`config.mk`:
```
export PLATFORM = sky130hd
export DESIGN_NAME = ptu_top
export DESIGN_NICKNAME = d
export VERILOG_FILES = /design/src/design/ptu_pkg.sv /design/src/design/ptu_apb.sv /design/src/design/ptu_crc32.sv /design/src/design/ptu_top.sv
export SDC_FILE = /design/constraint.sdc
export NUM_CORES = 2
export LEC_CHECK = 0
export ABC_AREA = 1
export BUFFER_PORTS_ARGS = -buffer_cell sky130_fd_sc_hd__buf_2
export CAP_MARGIN = 20
export CELL_PAD_IN_SITES_DETAIL_PLACEMENT = 2
export CELL_PAD_IN_SITES_GLOBAL_PLACEMENT = 2
export CORE_MARGIN = 4
export CORE_UTILIZATION = 34
export CTS_BUF_LIST = sky130_fd_sc_hd__clkbuf_4
export CTS_CLUSTER_DIAMETER = 40
export DETAILED_ROUTE_END_ITERATION = 8
export PLACE_DENSITY = 0.94
export SLEW_MARGIN = 10
export SYNTH_ARGS = -nofsm -noshare
export SYNTH_HDL_FRONTEND = slang
export SYNTH_SLANG_ARGS = --single-unit
```
`constraint.sdc`:
```
create_clock -name mclk_i -period 11.15 [get_ports mclk_i]
set_input_delay 0 -clock mclk_i [delete_from_list [all_inputs] [get_ports mclk_i]]
set_output_delay 0 -clock mclk_i [all_outputs]
set_load 0.01 [all_outputs]
```
`src/design/ptu_pkg.sv`:
```
// PTP timestamp unit: shared constants, encodings and types
// Assumes one 20 MHz clock for client, line, time-of-day and APB sides
// Behaviour
// - One-step: client gives stamp offset and insert request; stamp written there
// - Residence and correction requests add egress minus ingress time into correction
// - UDP over IPv6: trailing spare bytes rewritten so UDP checksum stays valid
// - Any modified frame gets a fresh CRC-32 replacing its trailing checksum
// - Two-step: egress request returns that frame's egress stamp with its fingerprint
// - One-step and two-step requests coexist, each frame by its own requests
// - Ordinary/boundary roles touch Sync or Pdelay_Resp only when two-step flag clear
// - Transparent roles never insert stamps; correction only with residence request
// - Every received frame carries a stamp shown on its first beat
// - Stamps come from a continuous external 96-bit time-of-day input
// - Software sets separate transmit and receive stamp correction values
// - PTP found in untagged, VLAN, stacked VLAN and MPLS-labelled frames
// - Each VLAN tag moves later fields by four octets, a stacked pair by eight
package ptu_pkg;
  // ==========================================
  // Datapath
  localparam int DLY = 10;
  localparam int FP_W = 8;
  localparam logic [15:0] TS_BYTES = 16'h000a;
  localparam logic [15:0] FCS_LEN = 16'h0004;
  localparam logic [15:0] EXT_POS = 16'h0006;
  localparam logic [31:0] NS_PER_SEC = 32'h3b9aca00;
  localparam logic [31:0] CRC_INIT = 32'hffffffff;
  localparam logic [31:0] CRC_POLY = 32'hedb88320;
  // ==========================================
  // Frame parsing
  localparam logic [15:0] ET_POS = 16'h000c;
  localparam logic [15:0] ET_VLAN = 16'h8100;
  localparam logic [15:0] ET_QINQ = 16'h88a8;
  localparam logic [15:0] ET_MPLS = 16'h8847;
  localparam logic [15:0] ET_PTP = 16'h88f7;
  localparam logic [15:0] ET_IPV4 = 16'h0800;
  localparam logic [15:0] ET_IPV6 = 16'h86dd;
  localparam logic [15:0] TAG_LEN = 16'h0004;
  localparam logic [15:0] BOS_POS = 16'h0002;
  localparam logic [15:0] OFF_L2 = 16'h0002;
  localparam logic [15:0] OFF_V4 = 16'h001e;
  localparam logic [15:0] OFF_V6 = 16'h0032;
  localparam logic [15:0] OFF_MV4 = 16'h001c;
  localparam logic [15:0] OFF_MV6 = 16'h0030;
  localparam logic [3:0] IPV4_NIB = 4'h4;
  localparam logic [3:0] IPV6_NIB = 4'h6;
  localparam logic [15:0] FLAG_POS = 16'h0006;
  localparam int TWO_STEP_BIT = 1;
  localparam logic [15:0] CF_POS = 16'h0008;
  localparam logic [15:0] CF_END = 16'h000f;
  localparam logic [3:0] MSG_SYNC = 4'h0;
  localparam logic [3:0] MSG_DREQ = 4'h1;
  localparam logic [3:0] MSG_PDRESP = 4'h3;
  localparam logic [3:0] MSG_NONE = 4'hf;
  // ==========================================
  // Clock roles and registers
  localparam logic [1:0] ROLE_OC = 2'h0;
  localparam logic [1:0] ROLE_E2E = 2'h2;
  localparam logic [1:0] ROLE_P2P = 2'h3;
  localparam int ADDR_W = 8;
  localparam logic [7:0] REG_CTRL = 8'h00;
  localparam logic [7:0] REG_TXC = 8'h04;
  localparam logic [7:0] REG_RXC = 8'h08;
  localparam logic [7:0] REG_STAT = 8'h0c;
  localparam int CTRL_EN_BIT = 0;
  localparam int CTRL_ROLE_LSB = 1;
  localparam logic CTRL_EN_RST = 1'b1;
  localparam logic [31:0] CORR_RST = 32'h00000000;
  // ==========================================
  // Types
  typedef enum logic [1:0] {P_ETH, P_MPLS, P_MPLSP, P_DONE} ptu_pst_t;
  typedef enum logic [1:0] {ENC_NONE, ENC_L2, ENC_V4, ENC_V6} ptu_enc_t;
endpackage

```
`src/design/ptu_apb.sv`:
```
// APB register slave: control, correction values and status
// One wait state on every access; unmapped offsets answer with pslverr
`timescale 1ns/100ps
`default_nettype none
module ptu_apb
  import ptu_pkg::*;
(
  input wire logic mclk_i,
  input wire logic rst_n_i,
  input wire logic psel_i,
  input wire logic penable_i,
  input wire logic pwrite_i,
  input wire logic [ADDR_W-1:0] paddr_i,
  input wire logic [31:0] pwdata_i,
  input wire logic [3:0] pstrb_i,
  input wire logic [31:0] stat_i,
  output logic [31:0] prdata_o,
  output logic pready_o,
  output logic pslverr_o,
  output logic en_o,
  output logic [1:0] role_o,
  output logic [31:0] tx_corr_o,
  output logic [31:0] rx_corr_o
);
  typedef struct packed {
    logic pready;
    logic pslverr;
    logic [31:0] prdata;
    logic en;
    logic [1:0] role;
    logic [31:0] txc;
    logic [31:0] rxc;
  } ptu_apb_st_t;
  ptu_apb_st_t st_r;
  ptu_apb_st_t st_nxt;
  logic hit;
  logic [31:0] rd;
  logic [31:0] wv;

  function automatic logic [31:0] merge(input logic [31:0] o, input logic [31:0] d, input logic [3:0] s);
    logic [31:0] r;
    r = o;
    for (int i = 0; i < 4; i++) begin
      if (s[i]) begin
        r[8*i +: 8] = d[8*i +: 8];
      end
    end
    return r;
  endfunction

  always_comb begin
    st_nxt = st_r;
    st_nxt.pready = 1'b0;
    st_nxt.pslverr = 1'b0;
    hit = 1'b1;
    rd = 32'h00000000;
    case (paddr_i)
      REG_CTRL: rd = {29'h00000000, st_r.role, st_r.en};
      REG_TXC: rd = st_r.txc;
      REG_RXC: rd = st_r.rxc;
      REG_STAT: rd = stat_i;
      default: hit = 1'b0;
    endcase
    wv = merge(rd, pwdata_i, pstrb_i);
    // Answer registered: data and error stand with pready
    if (psel_i && penable_i && !st_r.pready) begin
      st_nxt.pready = 1'b1;
      st_nxt.pslverr = !hit;
      st_nxt.prdata = pwrite_i ? 32'h00000000 : rd;
    end
    if (psel_i && penable_i && st_r.pready && pwrite_i) begin
      case (paddr_i)
        REG_CTRL: begin
          st_nxt.en = wv[CTRL_EN_BIT];
          st_nxt.role = wv[CTRL_ROLE_LSB +: 2];
        end
        REG_TXC: st_nxt.txc = wv;
        REG_RXC: st_nxt.rxc = wv;
        default: st_nxt.en = st_r.en;
      endcase
    end
  end

  always_ff @(posedge mclk_i) begin
    if (!rst_n_i) begin
      st_r <= '0;
      st_r.en <= CTRL_EN_RST;
      st_r.role <= ROLE_OC;
      st_r.txc <= CORR_RST;
      st_r.rxc <= CORR_RST;
    end else begin
      st_r <= st_nxt;
    end
  end

  assign prdata_o = st_r.prdata;
  assign pready_o = st_r.pready;
  assign pslverr_o = st_r.pslverr;
  assign en_o = st_r.en;
  assign role_o = st_r.role;
  assign tx_corr_o = st_r.txc;
  assign rx_corr_o = st_r.rxc;
endmodule
`default_nettype wire

```
`src/design/ptu_crc32.sv`:
```
// Byte-serial Ethernet CRC-32 accumulator
// Fed by the emitting side of the transmit datapath, one byte per enable
`timescale 1ns/100ps
`default_nettype none
module ptu_crc32
  import ptu_pkg::*;
(
  input wire logic mclk_i,
  input wire logic rst_n_i,
  input wire logic clr_i,
  input wire logic en_i,
  input wire logic [7:0] byte_i,
  output logic [31:0] crc_o
);
  typedef struct packed {
    logic [31:0] crc;
  } ptu_crc_st_t;
  ptu_crc_st_t st_r;
  ptu_crc_st_t st_nxt;
  logic [31:0] seed;

  function automatic logic [31:0] crc_upd(input logic [31:0] c, input logic [7:0] b);
    logic [31:0] x;
    x = c ^ {24'h000000, b};
    for (int i = 0; i < 8; i++) begin
      x = x[0] ? ((x >> 1) ^ CRC_POLY) : (x >> 1);
    end
    return x;
  endfunction

  always_comb begin
    st_nxt = st_r;
    seed = clr_i ? CRC_INIT : st_r.crc;
    if (en_i) begin
      st_nxt.crc = crc_upd(seed, byte_i);
    end else begin
      st_nxt.crc = seed;
    end
  end

  always_ff @(posedge mclk_i) begin
    if (!rst_n_i) begin
      st_r <= '0;
    end else begin
      st_r <= st_nxt;
    end
  end

  assign crc_o = st_r.crc;
endmodule
`default_nettype wire

```
`src/design/ptu_top.sv`:
```
// PTP timestamp unit: transmit one-step/two-step stamping, receive stamping
// Client and line streams are byte wide on mclk_i; time-of-day runs on mclk_i too
`timescale 1ns/100ps
`default_nettype none
module ptu_top
  import ptu_pkg::*;
(
  input wire logic mclk_i,
  input wire logic rst_n_i,
  input wire logic psel_i,
  input wire logic penable_i,
  input wire logic pwrite_i,
  input wire logic [ADDR_W-1:0] paddr_i,
  input wire logic [31:0] pwdata_i,
  input wire logic [3:0] pstrb_i,
  output logic [31:0] prdata_o,
  output logic pready_o,
  output logic pslverr_o,
  input wire logic [95:0] tod_i,
  input wire logic [7:0] tx_data_i,
  input wire logic tx_valid_i,
  input wire logic tx_first_i,
  input wire logic tx_last_i,
  output logic tx_ready_o,
  input wire logic ts_ins_req_i,
  input wire logic [15:0] ts_offset_i,
  input wire logic res_update_req_i,
  input wire logic cf_update_req_i,
  input wire logic [95:0] ingress_ts_i,
  input wire logic egress_req_valid_i,
  input wire logic [FP_W-1:0] fingerprint_i,
  output logic [7:0] line_data_o,
  output logic line_valid_o,
  output logic line_first_o,
  output logic line_last_o,
  output logic egress_ts_valid_o,
  output logic [95:0] egress_ts_o,
  output logic [FP_W-1:0] egress_fp_o,
  input wire logic [7:0] rx_line_data_i,
  input wire logic rx_line_valid_i,
  input wire logic rx_line_first_i,
  input wire logic rx_line_last_i,
  output logic [7:0] rx_data_o,
  output logic rx_valid_o,
  output logic rx_frame_first_beat_o,
  output logic rx_last_o,
  output logic [95:0] rx_ts_o
);
  // ==========================================
  // State
  typedef struct packed {
    logic [DLY-1:0][7:0] dd;
    logic [DLY-1:0] dv;
    logic [DLY-1:0] dl;
    logic [15:0] in_pos;
    logic [15:0] out_pos;
    logic [15:0] len;
    logic len_ok;
    logic [7:0] prev;
    ptu_pst_t pst;
    ptu_enc_t enc;
    logic [15:0] base;
    logic [15:0] ptp;
    logic [3:0] msg;
    logic two_step;
    logic ins_req;
    logic [15:0] ts_off;
    logic res_req;
    logic cf_req;
    logic eg_req;
    logic [FP_W-1:0] fp;
    logic [47:0] ing;
    logic [95:0] ets;
    logic [63:0] cf_old;
    logic [15:0] acc;
    logic [7:0] ext_lo;
    logic ready;
    logic drain;
    logic [7:0] ln_data;
    logic ln_valid;
    logic ln_first;
    logic ln_last;
    logic ret_valid;
    logic [95:0] ret_ts;
    logic [FP_W-1:0] ret_fp;
    logic [7:0] rx_data;
    logic rx_valid;
    logic rx_first;
    logic rx_last;
    logic [95:0] rx_ts;
    logic [15:0] mod_cnt;
  } ptu_st_t;
  ptu_st_t st_r;
  ptu_st_t st_nxt;

  logic en;
  logic [1:0] role;
  logic [31:0] txc;
  logic [31:0] rxc;
  logic [31:0] crc_q;
  logic crc_clr;
  logic crc_en;
  logic [7:0] crc_byte;
  logic acc_beat;
  logic shift;
  logic [15:0] pos;
  logic [15:0] w;
  logic [15:0] op;
  logic [7:0] ob;
  logic [7:0] nb;
  logic [15:0] k;
  logic [15:0] r;
  logic [15:0] j;
  logic [79:0] tsw;
  logic [63:0] cfw;
  logic [31:0] fw;
  logic [15:0] word;
  logic [95:0] ets_now;
  logic [48:0] d;
  logic [63:0] cf_new;
  logic tc;
  logic is_ev;
  logic cf_role;
  logic ins_ok;
  logic cf_ok;
  logic mod;

  // ==========================================
  // Helpers
  function automatic logic [95:0] ts_adj(input logic [95:0] t, input logic [31:0] c);
    logic [32:0] ns;
    logic [47:0] sec;
    ns = {1'b0, t[47:16]} + {1'b0, c};
    sec = t[95:48];
    if (ns >= {1'b0, NS_PER_SEC}) begin
      ns = ns - {1'b0, NS_PER_SEC};
      sec = sec + 48'h000000000001;
    end
    return {sec, ns[31:0], t[15:0]};
  endfunction

  function automatic logic [15:0] oc_add(input logic [15:0] a, input logic [15:0] b);
    logic [16:0] s;
    s = {1'b0, a} + {1'b0, b};
    return s[15:0] + {15'h0000, s[16]};
  endfunction

  ptu_apb u_apb (
    .mclk_i(mclk_i),
    .rst_n_i(rst_n_i),
    .psel_i(psel_i),
    .penable_i(penable_i),
    .pwrite_i(pwrite_i),
    .paddr_i(paddr_i),
    .pwdata_i(pwdata_i),
    .pstrb_i(pstrb_i),
    .stat_i({st_r.mod_cnt, 15'h0000, st_r.drain}),
    .prdata_o(prdata_o),
    .pready_o(pready_o),
    .pslverr_o(pslverr_o),
    .en_o(en),
    .role_o(role),
    .tx_corr_o(txc),
    .rx_corr_o(rxc)
  );

  ptu_crc32 u_crc (
    .mclk_i(mclk_i),
    .rst_n_i(rst_n_i),
    .clr_i(crc_clr),
    .en_i(crc_en),
    .byte_i(crc_byte),
    .crc_o(crc_q)
  );

  // ==========================================
  // Per-frame decisions
  // adjusted time-of-day stamp
  assign ets_now = ts_adj(tod_i, txc);
  // residence in 2^-16 ns, wraps at one second
  assign d = ({1'b0, st_r.ets[47:0]} - {1'b0, st_r.ing}) +
             (({1'b0, st_r.ets[47:16]} < {1'b0, st_r.ing[47:16]}) ? {1'b0, NS_PER_SEC, 16'h0000} : 49'h0);
  assign cf_new = st_r.cf_old + {16'h0000, d[47:0]};
  assign tc = (role == ROLE_E2E) || (role == ROLE_P2P);
  assign is_ev = en && (st_r.enc != ENC_NONE);
  // correction only for the role's event set
  assign cf_role = (!tc && st_r.msg == MSG_PDRESP && !st_r.two_step) ||
                   (role == ROLE_E2E && st_r.msg <= MSG_PDRESP) ||
                   (role == ROLE_P2P && (st_r.msg == MSG_SYNC || st_r.msg == MSG_DREQ || st_r.msg == MSG_PDRESP));
  assign ins_ok = is_ev && st_r.ins_req && !tc && st_r.msg == MSG_SYNC && !st_r.two_step;
  assign cf_ok = is_ev && st_r.cf_req && st_r.res_req && cf_role;
  assign mod = ins_ok || cf_ok;

  // ==========================================
  // Next state
  always_comb begin
    st_nxt = st_r;
    acc_beat = tx_valid_i && st_r.ready;
    // Line side never stalls; input gaps just hold the delay line
    shift = acc_beat || st_r.drain;
    pos = tx_first_i ? 16'h0000 : st_r.in_pos;
    w = {st_r.prev, tx_data_i};
    op = st_r.out_pos;
    ob = st_r.dd[DLY-1];
    nb = ob;
    k = op - st_r.ts_off;
    r = op - st_r.ptp;
    j = op - (st_r.len - FCS_LEN);
    tsw = st_r.ets[95:16] << {k[3:0], 3'b000};
    cfw = cf_new << {r[2:0], 3'b000};
    fw = ~crc_q >> {j[1:0], 3'b000};
    word = oc_add({ob, st_r.dd[DLY-2]}, st_r.acc);
    crc_clr = 1'b0;
    crc_en = 1'b0;
    crc_byte = 8'h00;
    st_nxt.ln_valid = 1'b0;
    st_nxt.ln_first = 1'b0;
    st_nxt.ln_last = 1'b0;
    st_nxt.ret_valid = 1'b0;

    // Input side: request capture and header walk
    if (acc_beat) begin
      st_nxt.in_pos = pos + 16'h0001;
      st_nxt.prev = tx_data_i;
      // requests belong to the frame they start
      if (tx_first_i) begin
        st_nxt.pst = P_ETH;
        st_nxt.enc = ENC_NONE;
        st_nxt.base = ET_POS;
        st_nxt.len_ok = 1'b0;
        st_nxt.msg = MSG_NONE;
        st_nxt.two_step = 1'b0;
        st_nxt.acc = 16'h0000;
        st_nxt.ins_req = ts_ins_req_i;
        st_nxt.ts_off = ts_offset_i;
        st_nxt.res_req = res_update_req_i;
        st_nxt.cf_req = cf_update_req_i;
        st_nxt.eg_req = egress_req_valid_i;
        st_nxt.fp = fingerprint_i;
        st_nxt.ing = ingress_ts_i[47:0];
      end
      // header walk through tags and labels
      case (st_nxt.pst)
        P_ETH: begin
          if (pos == st_nxt.base + 16'h0001) begin
            // each tag shifts the type field
            if (w == ET_VLAN || w == ET_QINQ) begin
              st_nxt.base = st_nxt.base + TAG_LEN;
            end else if (w == ET_MPLS) begin
              st_nxt.pst = P_MPLS;
              st_nxt.base = st_nxt.base + OFF_L2;
            end else begin
              st_nxt.pst = P_DONE;
              if (w == ET_PTP) begin
                st_nxt.enc = ENC_L2;
                st_nxt.ptp = st_nxt.base + OFF_L2;
              end else if (w == ET_IPV4) begin
                st_nxt.enc = ENC_V4;
                st_nxt.ptp = st_nxt.base + OFF_V4;
              end else if (w == ET_IPV6) begin
                st_nxt.enc = ENC_V6;
                st_nxt.ptp = st_nxt.base + OFF_V6;
              end
            end
          end
        end
        P_MPLS: begin
          // Any depth of labels until bottom of stack
          if (pos == st_nxt.base + BOS_POS) begin
            if (tx_data_i[0]) begin
              st_nxt.pst = P_MPLSP;
            end
            st_nxt.base = st_nxt.base + TAG_LEN;
          end
        end
        P_MPLSP: begin
          if (pos == st_nxt.base) begin
            st_nxt.pst = P_DONE;
            if (tx_data_i[7:4] == IPV4_NIB) begin
              st_nxt.enc = ENC_V4;
              st_nxt.ptp = st_nxt.base + OFF_MV4;
            end else if (tx_data_i[7:4] == IPV6_NIB) begin
              st_nxt.enc = ENC_V6;
              st_nxt.ptp = st_nxt.base + OFF_MV6;
            end
          end
        end
        default: begin
          if (st_nxt.enc != ENC_NONE) begin
            if (pos == st_nxt.ptp) begin
              st_nxt.msg = tx_data_i[3:0];
            end
            if (pos == st_nxt.ptp + FLAG_POS) begin
              st_nxt.two_step = tx_data_i[TWO_STEP_BIT];
            end
            if (pos >= st_nxt.ptp + CF_POS && pos <= st_nxt.ptp + CF_END) begin
              st_nxt.cf_old = {st_nxt.cf_old[55:0], tx_data_i};
            end
          end
        end
      endcase
      // One frame in flight: refuse input until the tail leaves
      if (tx_last_i) begin
        st_nxt.len = pos + 16'h0001;
        st_nxt.len_ok = 1'b1;
        st_nxt.ready = 1'b0;
        st_nxt.drain = 1'b1;
      end
    end

    // Delay line lets the tail and correction field be known before use
    if (shift) begin
      st_nxt.dd = {st_r.dd[DLY-2:0], tx_data_i};
      st_nxt.dv = {st_r.dv[DLY-2:0], acc_beat};
      st_nxt.dl = {st_r.dl[DLY-2:0], acc_beat && tx_last_i};
    end

    // Output side: edit, checksum and emit
    if (shift && st_r.dv[DLY-1]) begin
      if (op == 16'h0000) begin
        st_nxt.ets = ets_now;
        crc_clr = 1'b1;
        st_nxt.ret_valid = st_r.eg_req;
        st_nxt.ret_ts = ets_now;
        st_nxt.ret_fp = st_r.fp;
      end
      if (ins_ok && op >= st_r.ts_off && k < TS_BYTES) begin
        nb = tsw[79:72];
      end
      if (cf_ok && r >= CF_POS && r <= CF_END) begin
        nb = cfw[63:56];
      end
      if (nb != ob) begin
        st_nxt.acc = oc_add(oc_add(st_r.acc, op[0] ? {8'h00, ob} : {ob, 8'h00}),
                            op[0] ? {8'hff, ~nb} : {~nb, 8'hff});
      end
      if (st_r.enc == ENC_V6 && mod && st_r.len_ok) begin
        if (op == st_r.len - EXT_POS) begin
          nb = word[15:8];
          st_nxt.ext_lo = word[7:0];
        end else if (op == st_r.len - EXT_POS + 16'h0001) begin
          nb = st_r.ext_lo;
        end
      end
      if (!st_r.len_ok || op + FCS_LEN < st_r.len) begin
        crc_en = 1'b1;
        crc_byte = nb;
      end else if (mod) begin
        nb = fw[7:0];
      end
      st_nxt.ln_data = nb;
      st_nxt.ln_valid = 1'b1;
      st_nxt.ln_first = op == 16'h0000;
      st_nxt.ln_last = st_r.dl[DLY-1];
      st_nxt.out_pos = op + 16'h0001;
      if (st_r.dl[DLY-1]) begin
        st_nxt.out_pos = 16'h0000;
        st_nxt.drain = 1'b0;
        st_nxt.ready = 1'b1;
        if (mod) begin
          st_nxt.mod_cnt = st_r.mod_cnt + 16'h0001;
        end
      end
    end

    st_nxt.rx_data = rx_line_data_i;
    st_nxt.rx_valid = rx_line_valid_i;
    st_nxt.rx_first = rx_line_valid_i && rx_line_first_i;
    st_nxt.rx_last = rx_line_valid_i && rx_line_last_i;
    if (rx_line_valid_i && rx_line_first_i) begin
      st_nxt.rx_ts = ts_adj(tod_i, rxc);
    end
  end

  always_ff @(posedge mclk_i) begin
    if (!rst_n_i) begin
      st_r <= '0;
      st_r.ready <= 1'b1;
      st_r.msg <= MSG_NONE;
    end else begin
      st_r <= st_nxt;
    end
  end

  // ==========================================
  // Outputs
  assign tx_ready_o = st_r.ready;
  assign line_data_o = st_r.ln_data;
  assign line_valid_o = st_r.ln_valid;
  assign line_first_o = st_r.ln_first;
  assign line_last_o = st_r.ln_last;
  assign egress_ts_valid_o = st_r.ret_valid;
  assign egress_ts_o = st_r.ret_ts;
  assign egress_fp_o = st_r.ret_fp;
  assign rx_data_o = st_r.rx_data;
  assign rx_valid_o = st_r.rx_valid;
  assign rx_frame_first_beat_o = st_r.rx_first;
  assign rx_last_o = st_r.rx_last;
  assign rx_ts_o = st_r.rx_ts;
endmodule
`default_nettype wire

```
==> results of run 1 <==
## kinds of logic after synthesis
group,after synthesis,share of synthesized area [%]
and+or+nand+nor,4043,29.2
DFF,736,24.6
buffers and inverters,1875,13.3
muxes,17,0.285
adders and majority gates,402,8.78
xor gates and xnor gates,392,5.94
AOI/OAI and AO/OA,1959,17.8
## synth_stat cells, types with 20 or more instances
library cell,count,area [um2]
sky130_fd_sc_hd__buf_1,41,154
sky130_fd_sc_hd__o21ai_1,30,150
sky130_fd_sc_hd__a31oi_1,34,213
sky130_fd_sc_hd__a21oi_1,873,4370
sky130_fd_sc_hd__dfxtp_1,736,14700
sky130_fd_sc_hd__o21ai_0,744,3720
sky130_fd_sc_hd__inv_1,1277,4790
sky130_fd_sc_hd__nor3_1,107,536
sky130_fd_sc_hd__ha_1,373,4670
sky130_fd_sc_hd__nand2_1,1962,7360
sky130_fd_sc_hd__fa_1,29,581
sky130_fd_sc_hd__clkbuf_1,248,931
sky130_fd_sc_hd__buf_2,30,150
sky130_fd_sc_hd__xor2_1,300,2630
sky130_fd_sc_hd__o211ai_1,66,495
sky130_fd_sc_hd__buf_4,227,1700
sky130_fd_sc_hd__nand3_1,572,2860
sky130_fd_sc_hd__o21a_1,20,150
sky130_fd_sc_hd__nor4_1,60,375
sky130_fd_sc_hd__o221ai_1,34,298
sky130_fd_sc_hd__inv_2,34,128
sky130_fd_sc_hd__xnor2_1,82,718
sky130_fd_sc_hd__o21bai_1,37,278
sky130_fd_sc_hd__nand3b_1,21,158
sky130_fd_sc_hd__nand4_1,208,1300
sky130_fd_sc_hd__nor2_1,950,3570
sky130_fd_sc_hd__nor2_2,20,125
sky130_fd_sc_hd__nand2_2,48,300
## metrics by stage
step                util, %  worst slack, ns  setup TNS, ns
floorplan                 -            0.898              0
global placement       36.2            0.312              0
detailed placement     36.2           -0.638          -2.66
CTS                    42.2          0.00373              0
## per-layer routing
layer	GRT overflow	GRT usage [%]
met3	243	73.3
met4	1361	87.3
met2	3508	100
met1	275	81.7
met5	33	49.8
## repair_timing
action / in CTS
pin swaps: 65
setup buffers: 49
endpoints found under the setup margin: 16
hold buffers: 658
endpoints found under the hold margin: 657
resized for setup: 185
==> flow_summary.rst, run 1 <==
.. list-table::
   :header-rows: 1

   * - Metric
     - Value
   * - Starting density of the core
     - 34.3%
   * - Result of the run
     - stopped before the end
   * - Die extent in y
     - 427 um
   * - Number of H-tree levels
     - 4
   * - CTS sink count
     - 736
   * - First error
     - [ERROR GRT-0116] Global routing finished with congestion. Check the congestion regions in the DRC Viewer.
   * - Average instance area after synthesis
     - 6.34 um2
   * - Cell area after placement
     - approximately 63000 um2
   * - Count of unique library cells instantiated by Yosys
     - 80
   * - Count of flip-flops with a built-in enable after synthesis
     - 0
   * - Synthesized instance count
     - ~9400
   * - Ports placed on the boundary
     - 549
   * - Buffers added on ports
     - 500
   * - Leftover overflow at the end of global routing
     - between 5000 and 6000
   * - Wire length of the first global-routing pass
     - about 1100 mm
   * - Routability congestion estimate
     - 0.977
   * - Share of synthesized flip-flops with an asynchronous set or reset
     - 0%
   * - Half-perimeter wire length after detailed placement
     - 254 mm
   * - Site Rows
     - 153
   * - Net Count, Synth
     - 10117
   * - Synthesized area
     - 59800 um2
   * - Largest net degree at the start of global routing
     - 163
   * - Failed at
     - global routing
   * - Register area share after synthesis
     - 24.6%
   * - Number of buffers created by CTS
     - 228
   * - Synth warnings
     - 0
   * - Via count of the first global-routing pass
     - 120962
   * - Number of storage elements in the synthesis netlist
     - 736
   * - CTS Root Buffer Type
     - sky130_fd_sc_hd__clkbuf_4
   * - GRT Overall Usage
     - 84.9%
   * - Maximum clock insertion buffer count
     - 3
   * - Top flip-flop cell by instance count after synthesis
     - sky130_fd_sc_hd__dfxtp_1
   * - Horizontal die dimension
     - 427 um
   * - Post-placement cell count
     - 11790
==> run 2: changes to the inputs <==
--- a/config.mk
+++ b/config.mk
@@ -8,14 +8,10 @@
 export ABC_AREA = 1
 export BUFFER_PORTS_ARGS = -buffer_cell sky130_fd_sc_hd__buf_2
 export CAP_MARGIN = 20
-export CELL_PAD_IN_SITES_DETAIL_PLACEMENT = 2
-export CELL_PAD_IN_SITES_GLOBAL_PLACEMENT = 2
 export CORE_MARGIN = 4
-export CORE_UTILIZATION = 34
-export CTS_BUF_LIST = sky130_fd_sc_hd__clkbuf_4
-export CTS_CLUSTER_DIAMETER = 40
+export CORE_UTILIZATION = 40
 export DETAILED_ROUTE_END_ITERATION = 8
-export PLACE_DENSITY = 0.94
+export PLACE_DENSITY_LB_ADDON = 0.15
 export SLEW_MARGIN = 10
 export SYNTH_ARGS = -nofsm -noshare
 export SYNTH_HDL_FRONTEND = slang
==> run 2 against run 1 <==
  * The flow now finishes without violations
  * Synthesized area is the same
  * Synthesized cell count is the same
==> flow_summary.rst, run 2 <==
.. list-table::
   :header-rows: 1

   * - Metric
     - Value
   * - Result of the run
     - finished, final reports clean (was stopped before the end)
   * - Number of pins exceeding their max-slew limit in the final report
     - 0
   * - Number of vias in the routed layout
     - 63910
   * - Worst slew margin
     - between 20% and 30%
   * - Ports placed on the boundary
     - 549 (unchanged)
   * - Number of H-tree levels
     - 3 (was 4)
   * - Max-cap violation count
     - 0
   * - Number of buffers created by CTS
     - 93 (was 228)
   * - CTS Root Buffer Type
     - sky130_fd_sc_hd__clkbuf_16 (was sky130_fd_sc_hd__clkbuf_4)
   * - Wire length of the first global-routing pass
     - 362 mm
   * - Count of unique library cells instantiated by Yosys
     - 80 (unchanged)
   * - Final total power
     - 0.0103 W
   * - Power density normalized to cell area
     - approximately 150 nW/um2
   * - Largest net degree at the start of global routing
     - 238
   * - Routability congestion estimate
     - 0.959 (was 0.977)
   * - Count of flip-flops with a built-in enable after synthesis
     - 0 (unchanged)
   * - Buffers added on ports
     - 500 (unchanged)
   * - Worst voltage drop across the vdd grid
     - 0.119 mV
   * - Detailed router's first-iteration violation count
     - 5461
   * - Synth warnings
     - 0 (unchanged)
   * - Half-perimeter wire length after detailed placement
     - 186 mm (was 254 mm)
   * - Starting density of the core
     - 40.3% (was 34.3%)
   * - CTS sink count
     - 736 (unchanged)
   * - Buffers and inverters on the worst path
     - 8
   * - Most common cell after layout, fill and taps aside
     - sky130_fd_sc_hd__nand2_1
   * - Ratio of final minimum period to clock period
     - ~94%
   * - Floorplan die area
     - 156000 um2
   * - Data arrival, critical path
     - roughly 11 ns
   * - Top flip-flop cell by instance count after synthesis
     - sky130_fd_sc_hd__dfxtp_1 (unchanged)
   * - Clock network latency to the later pin of the worst-skew pair
     - 0.72 ns
   * - Final Hold Fails
     - 0
   * - Die extent in y
     - 395 um (was 427 um)
   * - Residual DRC count
     - 0
   * - GRT Overall Usage
     - 29.5%
   * - Site Rows
     - 141 (was 153)
   * - Net Count, Synth
     - 10117 (unchanged)
   * - Floorplan core area
     - roughly 150000 um2
   * - Remaining antenna violation count after routing
     - 0
   * - Maximum net fanout on the critical path
     - 5
   * - Post-Route WL
     - 240 mm
   * - Horizontal die dimension
     - 395 um (was 427 um)
   * - Final Instance Count excl. Fillers
     - between 10000 and 15000
   * - Register area share after synthesis
     - 24.6% (unchanged)
   * - Required @ worst endpoint
     - about 12 ns
   * - Actual slew at the worst max-slew pin
     - ~1.1 ns
   * - WL per Instance
     - between 20 and 25 um
   * - Length of the first detailed-routing pass in iterations
     - 6
   * - Worst setup skew after layout
     - about 0.036 ns
   * - Met2 Usage GRT
     - 47.0%
   * - Number of storage elements in the synthesis netlist
     - 736 (unchanged)
   * - Max incr delay on CP
     - 0.53 ns
   * - Fraction of post-synthesis cell area in the top cell type by area
     - 24.6% (unchanged)
   * - Register ranked first by flip-flop count
     - st_r
   * - Clock tree from TritonCTS
     - built
   * - Met1 track demand over resource in global routing
     - 41.1%
   * - Area grow syn2layout
     - 15.9%
   * - Cell type of the slowest stage on the worst timing path
     - sky130_fd_sc_hd__fa_1
   * - Startpoint class of the critical path
     - register
   * - Ranking of synthesized cells by instance count
     - sky130_fd_sc_hd__nand2_1 (1962), sky130_fd_sc_hd__inv_1 (1277), sky130_fd_sc_hd__nor2_1 (950) (unchanged)
   * - Number of inserted filler cells in the final layout
     - 15494
   * - Critical path's top delay family
     - compound AO/OA/AOI/OAI gates
   * - Worst reg2reg setup slack
     - slightly above 0.7 ns
   * - Crit end category
     - register
   * - Share of final-layout standard cells stronger than drive strength 1
     - 10.7%
   * - Average instance area after synthesis
     - 6.34 um2 (unchanged)
   * - Kind of path behind the tightest hold check
     - input port to register
   * - Via density per instance
     - 5.38
   * - Post-placement cell count
     - 11407 (was 11790)
   * - Gr busiest metal
     - met2
   * - Type of the setup path with the least slack
     - register to register
   * - Library cell appearing most often on the critical path
     - sky130_fd_sc_hd__nand2_1
   * - Via count of the first global-routing pass
     - between 50000 and 60000
   * - Clock-pin slew of the registers on the worst-case setup and hold paths
     - 0.06 ns
   * - Synthesized area
     - 59800 um2 (unchanged)
   * - Met3 Usage GRT
     - 3.90%
   * - Share of synthesized flip-flops with an asynchronous set or reset
     - 0% (unchanged)
   * - Top post-synthesis cells by area
     - sky130_fd_sc_hd__dfxtp_1 (25%), sky130_fd_sc_hd__nand2_1 (12%), sky130_fd_sc_hd__inv_1 (8.0%), sky130_fd_sc_hd__ha_1 (7.8%), sky130_fd_sc_hd__a21oi_1 (7.3%) (unchanged)
   * - Final net count
     - between 10000 and 15000
   * - Leftover overflow at the end of global routing
     - 0
   * - Most frequent cell after synthesis
     - sky130_fd_sc_hd__nand2_1 (unchanged)
   * - Maximum clock insertion buffer count
     - 3 (unchanged)
   * - Synthesized instance count
     - 9424 (unchanged)
   * - Antenna violations before repair
     - 11
   * - # setup viols final
     - 0
   * - Max Freq
     - between 0.09 and 0.1 GHz
   * - Flip-flop count of the largest register, all copies and words added
     - between 300 and 400
   * - Most used cells in the layout excluding fill and tap cells
     - sky130_fd_sc_hd__nand2_1 (1952), sky130_fd_sc_hd__inv_1 (1274), sky130_fd_sc_hd__nor2_1 (927)
   * - Leakage
     - 33.3 nW
   * - Cell type with the largest total area after synthesis
     - sky130_fd_sc_hd__dfxtp_1 (unchanged)
   * - Final period demand of the worst path
     - 10.44 ns
-- run 2: cell counts after synthesis --
Identical to the previous run, type by type.
-- run 2: where the power goes --
group	total [W]	switching (W)	internal (W)
clock network	0.00337	0.00135	0.00202
registers	0.00290	0.000117	0.00278
logic	0.00400	0.00262	0.00138
total	0.0103	0.00408	0.00618
-- run 2: final timing paths --
kind / cells after the start / end / from
min: 7 / rx_ts_o[46] / tod_i[45]
min reg2reg: 2 / egress_ts_valid_o / st_r[481]
max: 71 / st_r[263] / st_r[443]
max reg2reg: 71 / st_r[263] / st_r[443]
-- run 2: timing repair --
item	4_1_cts	5_1_grt
resized for setup	0	79
buffers inserted	0	15
hold buffers	276	0
endpoints found under the setup margin	0	14
hold endpoints to repair	400	0
-- run 2: layout make-up --
type / instances / area, um2 / area share [%]
multi-input combinational: 6813 / 37500 / 54.1
sequential: 736 / 14700 / 21.3
timing repair buffer: 899 / 6260 / 9.03
inverter: 1326 / 4990 / 7.21
clock buffer: 117 / 2560 / 3.69
tap: 1930 / 2410 / 3.48
clock inverter: 57 / 836 / 1.21
antenna: 4 / 10.0 / 0.0144
-- run 2: through the flow --
stage          setup TNS [ns]  hold WS [ns]  worst slack [ns]  util, %  instance area [um2]
4_1_cts                     0       0.00344             0.132     46.4                68800
2_1_floorplan               0        0.0976             0.898        -                59800
3_5_place_dp                0         0.187             0.210     42.3                62700
5_1_grt                -0.464        0.0285            -0.178     46.8                69300
3_3_place_gp                0         0.180             0.360     42.3                62700
6_report                    0        0.0470             0.706     46.8                69300
-- run 2: cells by family (layout without fill, tap and decap cells) --
kind of cell	Yosys count	count (layout)	synth area share, %
XOR/XNOR	392	392	5.94
AND/OR/NAND/NOR	4043	4043	29.2
flip-flops	736	736	24.6
AO/OA/AOI/OAI	1959	1959	17.8
other	0	4	0
adder cells (fa/ha/maj)	402	402	8.78
buffers and inverters	1875	2399	13.3
multiplexers	17	17	0.285
-- run 2: worst min-delay path: stages --
cell	delay, ns
sky130_fd_sc_hd__buf_2	0.12
sky130_fd_sc_hd__ha_1	0.17
sky130_fd_sc_hd__a21oi_1	0.06
sky130_fd_sc_hd__o211ai_1	0.11
sky130_fd_sc_hd__xor2_1	0.11
sky130_fd_sc_hd__nand3_1	0.09
sky130_fd_sc_hd__a21oi_1	0.06
-- run 2: per-layer routing --
metal / part of all wire [%] / vias up
met3: 6.0 / 383
li1: - / 31518
met1: 46 / 29961
met4: 3.5 / 4
met5: 0.011 / -
met2: 44 / 2044
Power figures use the tool's default switching activity.
